File: config.mk
export PLATFORM = sky130hd
export DESIGN_NAME = sss_top
export DESIGN_NICKNAME = d
export VERILOG_FILES = /design/src/pkg/sss_pkg.sv /design/src/design/sss_sync.sv /design/src/design/sss_channel.sv /design/src/design/sss_top.sv
export SDC_FILE = /design/constraint.sdc
export NUM_CORES = 1
export LEC_CHECK = 0
export ABC_AREA = 1
export BUFFER_PORTS_ARGS = -buffer_cell sky130_fd_sc_hd__buf_2
export CORE_MARGIN = 3
export CORE_UTILIZATION = 25
export DETAILED_ROUTE_END_ITERATION = 10
export GPL_TIMING_DRIVEN = 0
export PLACE_DENSITY_LB_ADDON = 0.15
export SETUP_SLACK_MARGIN = 0.4
export SLEW_MARGIN = 5
export SYNTH_ARGS = -nofsm -noshare
export SYNTH_HDL_FRONTEND = slang
export SYNTH_SLANG_ARGS = --single-unit
File: constraint.sdc
create_clock -name clk -period 10.93 [get_ports clk]
set_clock_uncertainty 0.2 [all_clocks]
set_input_delay 2.186 -clock clk [delete_from_list [all_inputs] [get_ports clk]]
set_output_delay 2.186 -clock clk [all_outputs]
set_load 0.005 [all_outputs]
File: src/pkg/sss_pkg.sv
/*
  Constants and types shared by the soft-start sequencer design files.
  Assumes a single 50 MHz clock; analog levels arrive as digitised codes.
*/
package sss_pkg;

  // ==========================================================
  // Clock and timing
  // ==========================================================
  localparam int unsigned CLK_HZ         = 50000000;
  localparam int unsigned SS_TIME_US     = 2000;
  localparam int unsigned SS_STEPS       = 15;
  localparam int unsigned SS_TIME_CYC    = SS_TIME_US * (CLK_HZ / 1000000);
  localparam int unsigned STEP_CYC       = SS_TIME_CYC / SS_STEPS;
  localparam int unsigned FAULT_RETRY_US = 8000;
  localparam int unsigned FAULT_RETRY_CYC =
    FAULT_RETRY_US * (CLK_HZ / 1000000);

  // ==========================================================
  // Reference codes (sense differential, 1 LSB = 0.5 mV)
  // ==========================================================
  localparam int unsigned REF_W        = 10;
  localparam logic [9:0]  REF_FULL     = 10'h12C;  // 150 mV
  localparam logic [9:0]  EXT_FLOOR    = 10'h03F;  // 31.5 mV
  localparam int unsigned HIGH_EXT_STEPS = 3;
  localparam logic [3:0]  STEP_RST     = 4'h0;

  // ==========================================================
  // Channel sequencing states
  // ==========================================================
  typedef enum logic [3:0] {
    SSS_IDLE = 4'b0001,
    SSS_RAMP = 4'b0010,
    SSS_RUN  = 4'b0100,
    SSS_WAIT = 4'b1000
  } sss_state_t;

endpackage : sss_pkg

File: src/design/sss_sync.sv
/*
  Two-flop synchroniser for a bus of asynchronous levels.
  Assumes the inputs are quasi-static compared with the clock.
*/
module sss_sync
  import sss_pkg::*;
#(
  parameter int unsigned W = 1
)(
  input  wire logic         clk,
  input  wire logic         rst,
  input  wire logic [W-1:0] d,
  output logic      [W-1:0] q
);

  logic [W-1:0] meta_r;

  // ==========================================================
  // Two stages; first stage feeds only the second
  // ==========================================================
  always_ff @(posedge clk or posedge rst)
  begin
    if (rst)
    begin
      meta_r <= '0;
      q      <= '0;
    end
    else
    begin
      meta_r <= d;
      q      <= meta_r;
    end
  end

endmodule : sss_sync

File: src/design/sss_channel.sv
/*
  One channel of the soft-start sequencer: ramp stepping, restart
  handling, ON time extension and loop selection.
  Assumes synchronised inputs; the step tick is generated inside from STEP_LEN.
*/
module sss_channel
  import sss_pkg::*;
#(
  parameter int unsigned SS_CYC    = SS_TIME_CYC,
  parameter int unsigned STEP_LEN  = STEP_CYC,
  parameter int unsigned RETRY_CYC = FAULT_RETRY_CYC
)(
  input  wire logic            clk,
  input  wire logic            rst,
  input  wire logic            dim_on,
  input  wire logic            restart,
  input  wire logic            short_fault,
  input  wire logic            adj_en,
  input  wire logic [REF_W-1:0] adj_ref,
  input  wire logic [REF_W-1:0] sense_diff,
  input  wire logic            vloop_en,
  input  wire logic            vfb_at_ref,
  output logic [REF_W-1:0]     ref_r,
  output logic [REF_W-1:0]     ext_thr_r,
  output logic                 ext_active_r,
  output logic                 gate_en_r,
  output logic                 ss_busy_r,
  output logic                 vloop_sel_r
);

  sss_state_t       state_r;
  logic             dim_d_r;
  logic [3:0]       step_r;
  logic [31:0]      tick_r;
  logic [31:0]      ss_cnt_r;
  logic [31:0]      retry_r;
  logic [31:0]      pulse_r;
  logic             armed_r;
  logic             ss_done;
  logic             step_tick;
  logic             retry_tick;
  logic             rise;
  logic             fall;
  logic [REF_W-1:0] target;
  logic [REF_W-1:0] ramp_ref;
  logic [REF_W-1:0] ext_nxt;
  logic [REF_W+3:0] prod;

  assign rise = dim_on & ~dim_d_r;
  assign fall = ~dim_on & dim_d_r;
  assign target = adj_en ? adj_ref : REF_FULL;
  assign ss_done = (ss_cnt_r >= SS_CYC);
  // Steps advance only while dimming ON or extending
  assign step_tick = (tick_r == STEP_LEN - 1) & (dim_on | ext_active_r);
  assign retry_tick = (retry_r == RETRY_CYC - 1);
  assign prod = REF_FULL * step_r;

  // Ramp value: equal steps of full scale, clamped at target
  always_comb
  begin
    ramp_ref = REF_W'(prod / SS_STEPS);                  // [RULE5]
    if (ramp_ref > target)
      ramp_ref = target;                                 // [RULE6]
  end

  // Extension threshold: 0.8 of the target reference, floored
  always_comb
  begin
    ext_nxt = REF_W'((32'(target) * 4) / 5);
    // Early steps: keep the threshold strictly above the ramp
    if (step_r < 4'(HIGH_EXT_STEPS) && ext_nxt <= ramp_ref)
      ext_nxt = ramp_ref + 10'h001;                      // [RULE10]
    if (ext_nxt < EXT_FLOOR)
      ext_nxt = EXT_FLOOR;                               // [RULE9]
  end

  // ==========================================================
  // Edge tracking and arming
  // ==========================================================
  always_ff @(posedge clk or posedge rst)
  begin
    if (rst)
    begin
      dim_d_r <= 1'b0;
      armed_r <= 1'b0;
    end
    else
    begin
      dim_d_r <= dim_on;
      if (rise)
        armed_r <= 1'b1;                                 // [RULE2]
    end
  end

  // ==========================================================
  // Short-fault retry timer
  // ==========================================================
  always_ff @(posedge clk or posedge rst)
  begin
    if (rst)
      retry_r <= '0;
    else if (!short_fault || retry_tick)
      retry_r <= '0;
    else
      retry_r <= retry_r + 32'd1;                        // [RULE4]
  end

  // ==========================================================
  // Sequencer state, step counter and interval timers
  // ==========================================================
  always_ff @(posedge clk or posedge rst)
  begin
    if (rst)
    begin
      state_r  <= SSS_IDLE;
      step_r   <= STEP_RST;
      tick_r   <= '0;
      ss_cnt_r <= '0;
    end
    else if (restart || (short_fault && (retry_tick || retry_r == 0)))
    begin
      // Any restart source clears the ramp
      state_r  <= armed_r ? SSS_RAMP : SSS_WAIT;         // [RULE3] [RULE4]
      step_r   <= STEP_RST;                              // [RULE16]
      tick_r   <= '0;
      ss_cnt_r <= '0;
    end
    else
    begin
      unique case (state_r)
        SSS_IDLE, SSS_WAIT:
          if (rise)
            state_r <= SSS_RAMP;                         // [RULE2]
        SSS_RAMP:
        begin
          if (ss_cnt_r < SS_CYC)
            ss_cnt_r <= ss_cnt_r + 32'd1;
          if (dim_on | ext_active_r)
          begin
            tick_r <= step_tick ? '0 : tick_r + 32'd1;   // [RULE16]
            if (step_tick && step_r < 4'(SS_STEPS))
              step_r <= step_r + 4'd1;                   // [RULE13]
          end
          if (step_r == 4'(SS_STEPS))
            state_r <= SSS_RUN;
        end
        SSS_RUN:
          state_r <= SSS_RUN;
      endcase
    end
  end

  // ==========================================================
  // ON time extension
  // ==========================================================
  always_ff @(posedge clk or posedge rst)
  begin
    if (rst)
    begin
      ext_active_r <= 1'b0;
      pulse_r      <= '0;
    end
    else
    begin
      pulse_r <= rise ? '0 : (dim_on ? pulse_r + 32'd1 : pulse_r);
      if (state_r != SSS_RAMP)
        ext_active_r <= 1'b0;
      else if (ext_active_r)
      begin
        if (sense_diff >= ext_thr_r)
          ext_active_r <= 1'b0;                          // [RULE8]
        else if (adj_en && adj_ref < EXT_FLOOR && ss_done)
          ext_active_r <= 1'b0;                          // [RULE11]
      end
      else if (fall && pulse_r < SS_CYC && sense_diff < ext_thr_r)
        ext_active_r <= 1'b1;                            // [RULE7] [RULE12]
    end
  end

  // ==========================================================
  // Registered outputs
  // ==========================================================
  always_ff @(posedge clk or posedge rst)
  begin
    if (rst)
    begin
      ref_r       <= '0;
      ext_thr_r   <= EXT_FLOOR;
      gate_en_r   <= 1'b0;
      ss_busy_r   <= 1'b0;
      vloop_sel_r <= 1'b0;
    end
    else
    begin
      ref_r       <= (state_r == SSS_RUN) ? target : ramp_ref;
      ext_thr_r   <= ext_nxt;
      gate_en_r   <= (state_r != SSS_IDLE) & (dim_on | ext_active_r);
      ss_busy_r   <= (state_r == SSS_RAMP);
      // Current loop always on; voltage loop takes over at its ref
      vloop_sel_r <= vloop_en & vfb_at_ref;              // [RULE14] [RULE15]
    end
  end

endmodule : sss_channel

File: src/design/sss_top.sv
/*
  Dual-channel soft-start sequencer top.
  Assumes asynchronous pin levels and digitised analog comparisons.
*/
// Contract
// [RULE1] Each channel runs its own independent soft-start sequence.
// [RULE2] Soft start arms on the first dimming rising edge or engine cycle.
// [RULE3] Soft start restarts at power-up, overvoltages, overtemp, undervolt.
// [RULE4] A short fault applies soft start and retriggers each retry period.
// [RULE5] Without adjustment the reference rises in exactly 15 steps.
// [RULE6] With adjustment the adjusted reference is reached early.
// [RULE7] Short dimming pulses with low sense voltage start an extension.
// [RULE8] Extension lasts until sense voltage reaches the threshold.
// [RULE9] Adjustment lowers the extension threshold but not below a floor.
// [RULE10] During the first 3 steps the threshold stays above the reference.
// [RULE11] If the adjusted reference is below the floor, extension ends at tss.
// [RULE12] An early-ended extension restarts next cycle when sense is low.
// [RULE13] Remaining steps advance only during later dimming ON times.
// [RULE14] Current loop is always on; voltage loop is optional.
// [RULE15] Voltage loop takes over once feedback reaches its reference.
// [RULE16] Steps come at equal intervals; restart clears the step counter.
module sss_top
  import sss_pkg::*;
#(
  parameter int unsigned SS_CYC    = SS_TIME_CYC,
  parameter int unsigned STEP_LEN  = STEP_CYC,
  parameter int unsigned RETRY_CYC = FAULT_RETRY_CYC
)(
  input  wire logic              clk,
  input  wire logic              rst,
  input  wire logic [1:0]        dimming_input,
  input  wire logic [1:0]        ov_sense_high,
  input  wire logic [1:0]        ov_voltage_feedback,
  input  wire logic              overtemp,
  input  wire logic              internal_supply_uv,
  input  wire logic [1:0]        short_to_ground,
  input  wire logic [1:0]        adj_en,
  input  wire logic [2*REF_W-1:0] adj_ref,
  input  wire logic [2*REF_W-1:0] sense_diff,
  input  wire logic [1:0]        vloop_en,
  input  wire logic [1:0]        vfb_at_ref,
  output logic [2*REF_W-1:0]     ref_out,
  output logic [2*REF_W-1:0]     extension_threshold,
  output logic [1:0]             ext_active,
  output logic [1:0]             gate_drive_output,
  output logic [1:0]             ss_busy,
  output logic [1:0]             voltage_loop_sel
);

  localparam int unsigned NSYNC = 10;
  logic [NSYNC-1:0] raw;
  logic [NSYNC-1:0] syn;
  logic             pwr_up_r;

  assign raw = {dimming_input, ov_sense_high, ov_voltage_feedback,
                overtemp, internal_supply_uv, short_to_ground};

  // ==========================================================
  // Pin synchronisers
  // ==========================================================
  sss_sync #(.W(NSYNC)) u_sync (
    .clk (clk),
    .rst (rst),
    .d   (raw),
    .q   (syn)
  );

  // Power-up pulse one cycle after reset release
  always_ff @(posedge clk or posedge rst)
  begin
    if (rst)
      pwr_up_r <= 1'b1;
    else
      pwr_up_r <= 1'b0;                                  // [RULE3]
  end

  // ==========================================================
  // Independent channels
  // ==========================================================
  for (genvar c = 0; c < 2; c++)
  begin : g_ch
    sss_channel #(
      .SS_CYC    (SS_CYC),
      .STEP_LEN  (STEP_LEN),
      .RETRY_CYC (RETRY_CYC)
    ) u_ch (                                             // [RULE1]
      .clk          (clk),
      .rst          (rst),
      .dim_on       (syn[8+c]),
      .restart      (pwr_up_r | syn[6+c] | syn[4+c] | syn[3] | syn[2]),
      .short_fault  (syn[c]),
      .adj_en       (adj_en[c]),
      .adj_ref      (adj_ref[c*REF_W +: REF_W]),
      .sense_diff   (sense_diff[c*REF_W +: REF_W]),
      .vloop_en     (vloop_en[c]),
      .vfb_at_ref   (vfb_at_ref[c]),
      .ref_r        (ref_out[c*REF_W +: REF_W]),
      .ext_thr_r    (extension_threshold[c*REF_W +: REF_W]),
      .ext_active_r (ext_active[c]),
      .gate_en_r    (gate_drive_output[c]),
      .ss_busy_r    (ss_busy[c]),
      .vloop_sel_r  (voltage_loop_sel[c])
    );
  end

endmodule : sss_top

==> flow_summary.toml <==
[run_status]
outcome = "finished clean"

[final_layout]
fillers = 11220
multiInputGateArea_sq_um = 15200
seq_area_sq_um = 8660
syn_to_final_growth_pct = 20.3
layout.nets = 4103
utilization = 0.305
drive_above_1_share = 0.159

[global_routing]
antenna_found_initial = 10
grt_pass1_wl_mm = 120
grt_pass1_vias = 23163
grt_overflow = 0
grt_usage = 0.133
grt_max_degree = 39

[sta]
finalSetupViolCount = 0
fin_crit_sh = 0.913
hold_viol = 0
fmaxAchievable_mhz = 100
period_needed_ns = 9.98
finalSetupTns_ns = 0
setup_ws_ns = 0.947
max_slew.worst_pin.slew_ns = 0.904
relSlewSlack = 0.392
drv_slew = 0
rsz0062_at_grt = "true"

[clock_tree]
cts.clk_slew.worst_paths_ns = 0.06
cts_root_buf = "clkbuf_16"
cts_tree = "built"
hold_buffers = 0
cts-htree-levels = 2
cts_num_sinks = 345
cts_buffer_depth = 3
insertion_delay_ns = 0.59
numCtsBuffers = 45

[yosys]
yosysTopAreaCellShare = 0.318
synth_area_leaders = "dfrtp_1 32%, nand2_1 11%, inv_1 8.0%"
synth_edf_count = 0
yosysMostFrequentCell = "nand2_1"
syn_area_per_cell_sq_um = 7.05
syn_area_sq_um = 26000
async_flop_share = 1.00
yosysSeqAreaShare = 0.333
synth_area_leader_cell = "dfrtp_1"
ys_warn_count = 0
syn_nets = 3875
ys_ff_latch = 345
synthTopCellsByCount = "783 x nand2_1, 553 x inv_1, 394 x nor2_1"
synth_ff_type = "dfrtp_1"
synth_cells = 3686
synth_cell_types = 69

[place]
portBuffers = 103
dp_hpwl_mm = 55.3
pre_cts_ws_ns = -0.967
gp_congestion = 0.812

[floorplan]
die_x_um = 328
die_h_um = 328
io_pins = 106
row_count = 117
dieArea_sq_um = 108000
coreArea_sq_um = 102000
initial_utilization = 0.254

[power]
p_leak_nw = 14.6
p_total_w = 0.00465
p_per_area_nw_per_um2 = 149
ir_worst_vdd_uv = 95.2

[detailed_routing]
via_count = 24010
drt_iter0_markers = 1186
wl_per_cell_um = 13.6
wl_mm = 72.4
postRouteAntennaNets = 0
dr.pass1.iters = 5
drcViolationCount = 0
viasPerCell = 4.51

[setup_path]
cp-start-kind = "input pin"
cpMostUsedCell = "nand2_2"
crit_slowest_cell = "nor3_4"
criticalPathCategory = "input pin to flip-flop"
worstPathMaxFanout = 10
cp.arrival_ns = 10.28
worstPathRequired_ns = 11.23
endpoint_kind = "flip-flop"
max_stage_delay_ns = 0.31

[run]
cap_violations = 0

[worst_hold_path]
hold_class = "flip-flop to flip-flop"
## what timing repair did
item                                    CTS  global route
gates resized for setup                  38           138
endpoints found under the setup margin   20            20
cloned                                    0             0
pin swaps                                10            64
buffers inserted                         11            56
## state kept, by name (all words and copies together), names as in the netlist, 8 cells and up
register and count:
g_ch.u_ch.state_r 8, u_sync.q 10, g_ch.u_ch.ext_thr_r 20, g_ch.u_ch.ss_cnt_r 64, g_ch.u_ch.retry_r 64, g_ch.u_ch.pulse_r 64
g_ch.u_ch.ref_r 20, u_sync.meta_r 10, g_ch.u_ch.step_r 8, g_ch.u_ch.tick_r 64
## worst max-delay path, delay by kind of cell
kind / cells / cell delay, ns
buffers and inverters: 13 / 1.61
AO/OA/AOI/OAI: 4 / 0.55
AND/OR/NAND/NOR: 46 / 5.06
adder cells (fa/ha/maj): 4 / 0.70
XOR/XNOR: 1 / 0.13
## report_power, final
part	internal [W]	switching [W]	leakage, nW
clock network	0.00105	0.000616	0.811
logic	0.000590	0.00106	9.19
registers	0.00132	0.0000214	4.65
total	0.00295	0.00169	14.6
## cells by family (layout without fill, tap and decap cells)
family	after synthesis	in the layout	synth area share
AO/OA/AOI/OAI	457	457	0.0995
buffers and inverters	663	928	0.104
AND/OR/NAND/NOR	2028	2028	0.379
adder cells (fa/ha/maj)	131	131	0.0637
flip-flops	345	345	0.333
other	1	5	0.000144
XOR/XNOR	61	61	0.0206
## placed cells by master (no fill, tap or decap), types with 12 or more instances in the layout
cell / instances
nand2_1: 759
buf_4: 76
inv_1: 545
and3_1: 14
buf_2: 104
a21oi_1: 186
nand2_4: 39
clkbuf_16: 46
nand3_2: 34
a211oi_1: 17
nor2_1: 380
o21ai_0: 129
dfstp_2: 15
nor4_1: 62
nand3_4: 30
ha_1: 127
o21ai_2: 14
o21a_1: 14
nand4_1: 120
nand3_1: 232
nor2_4: 17
nor2_2: 24
dfrtp_1: 327
nor3b_1: 37
xor2_1: 51
inv_2: 31
clkbuf_1: 41
nand2_2: 79
buf_12: 12
nand3b_1: 18
nor3_1: 157
o21ai_1: 20
buf_6: 14
a31oi_1: 17
## metal layers
layer | global-route usage | vias up | share of wire
li1 | - | 12617 | -
met4 | 0.0320 | 8 | 0.021
met3 | 0.0204 | 84 | 0.040
met5 | 0 | - | 0.00076
met1 | 0.190 | 10993 | 0.50
met2 | 0.210 | 308 | 0.44
## path summary, 6_finish.rpt
check	slack (ns)	to	depth (start not counted)	start
worst max-delay path	0.95	g_ch[0].u_ch.ext_thr_r[4]	68	adj_en[0]
worst min-delay path	0.14	u_sync.q[9]	0	u_sync.meta_r[9]
worst max register to register	1.32	g_ch[1].u_ch.ext_thr_r[0]	63	g_ch[1].u_ch.step_r[2]
worst min register to register	0.14	u_sync.q[9]	0	u_sync.meta_r[9]
max in group asynchronous	8.05	g_ch[1].u_ch.state_r[0]	5	rst
min in group asynchronous	1.43	g_ch[0].u_ch.tick_r[3]	2	rst
## metrics by stage
step,cells,hold slack (ns),area [sq um]
finish,5323,0.140,31300
global route,5320,0.147,31200
CTS,5263,0.142,30300
detailed placement,5168,0.136,28400
global placement,5157,0.134,28200
floorplan,3686,0.131,26000
## cell type report
cell class,instances,area share
Buffer,67,0.0152
Sequential cell,345,0.277
Clock buffer,60,0.0401
Antenna cell,4,0.000320
Timing Repair Buffer,181,0.0401
Tap cell,1368,0.0548
Inverter,596,0.0728
Multi-Input combinational cell,2678,0.486
Clock inverter,24,0.0134
Note: power is estimated with default switching activity, not from simulation.
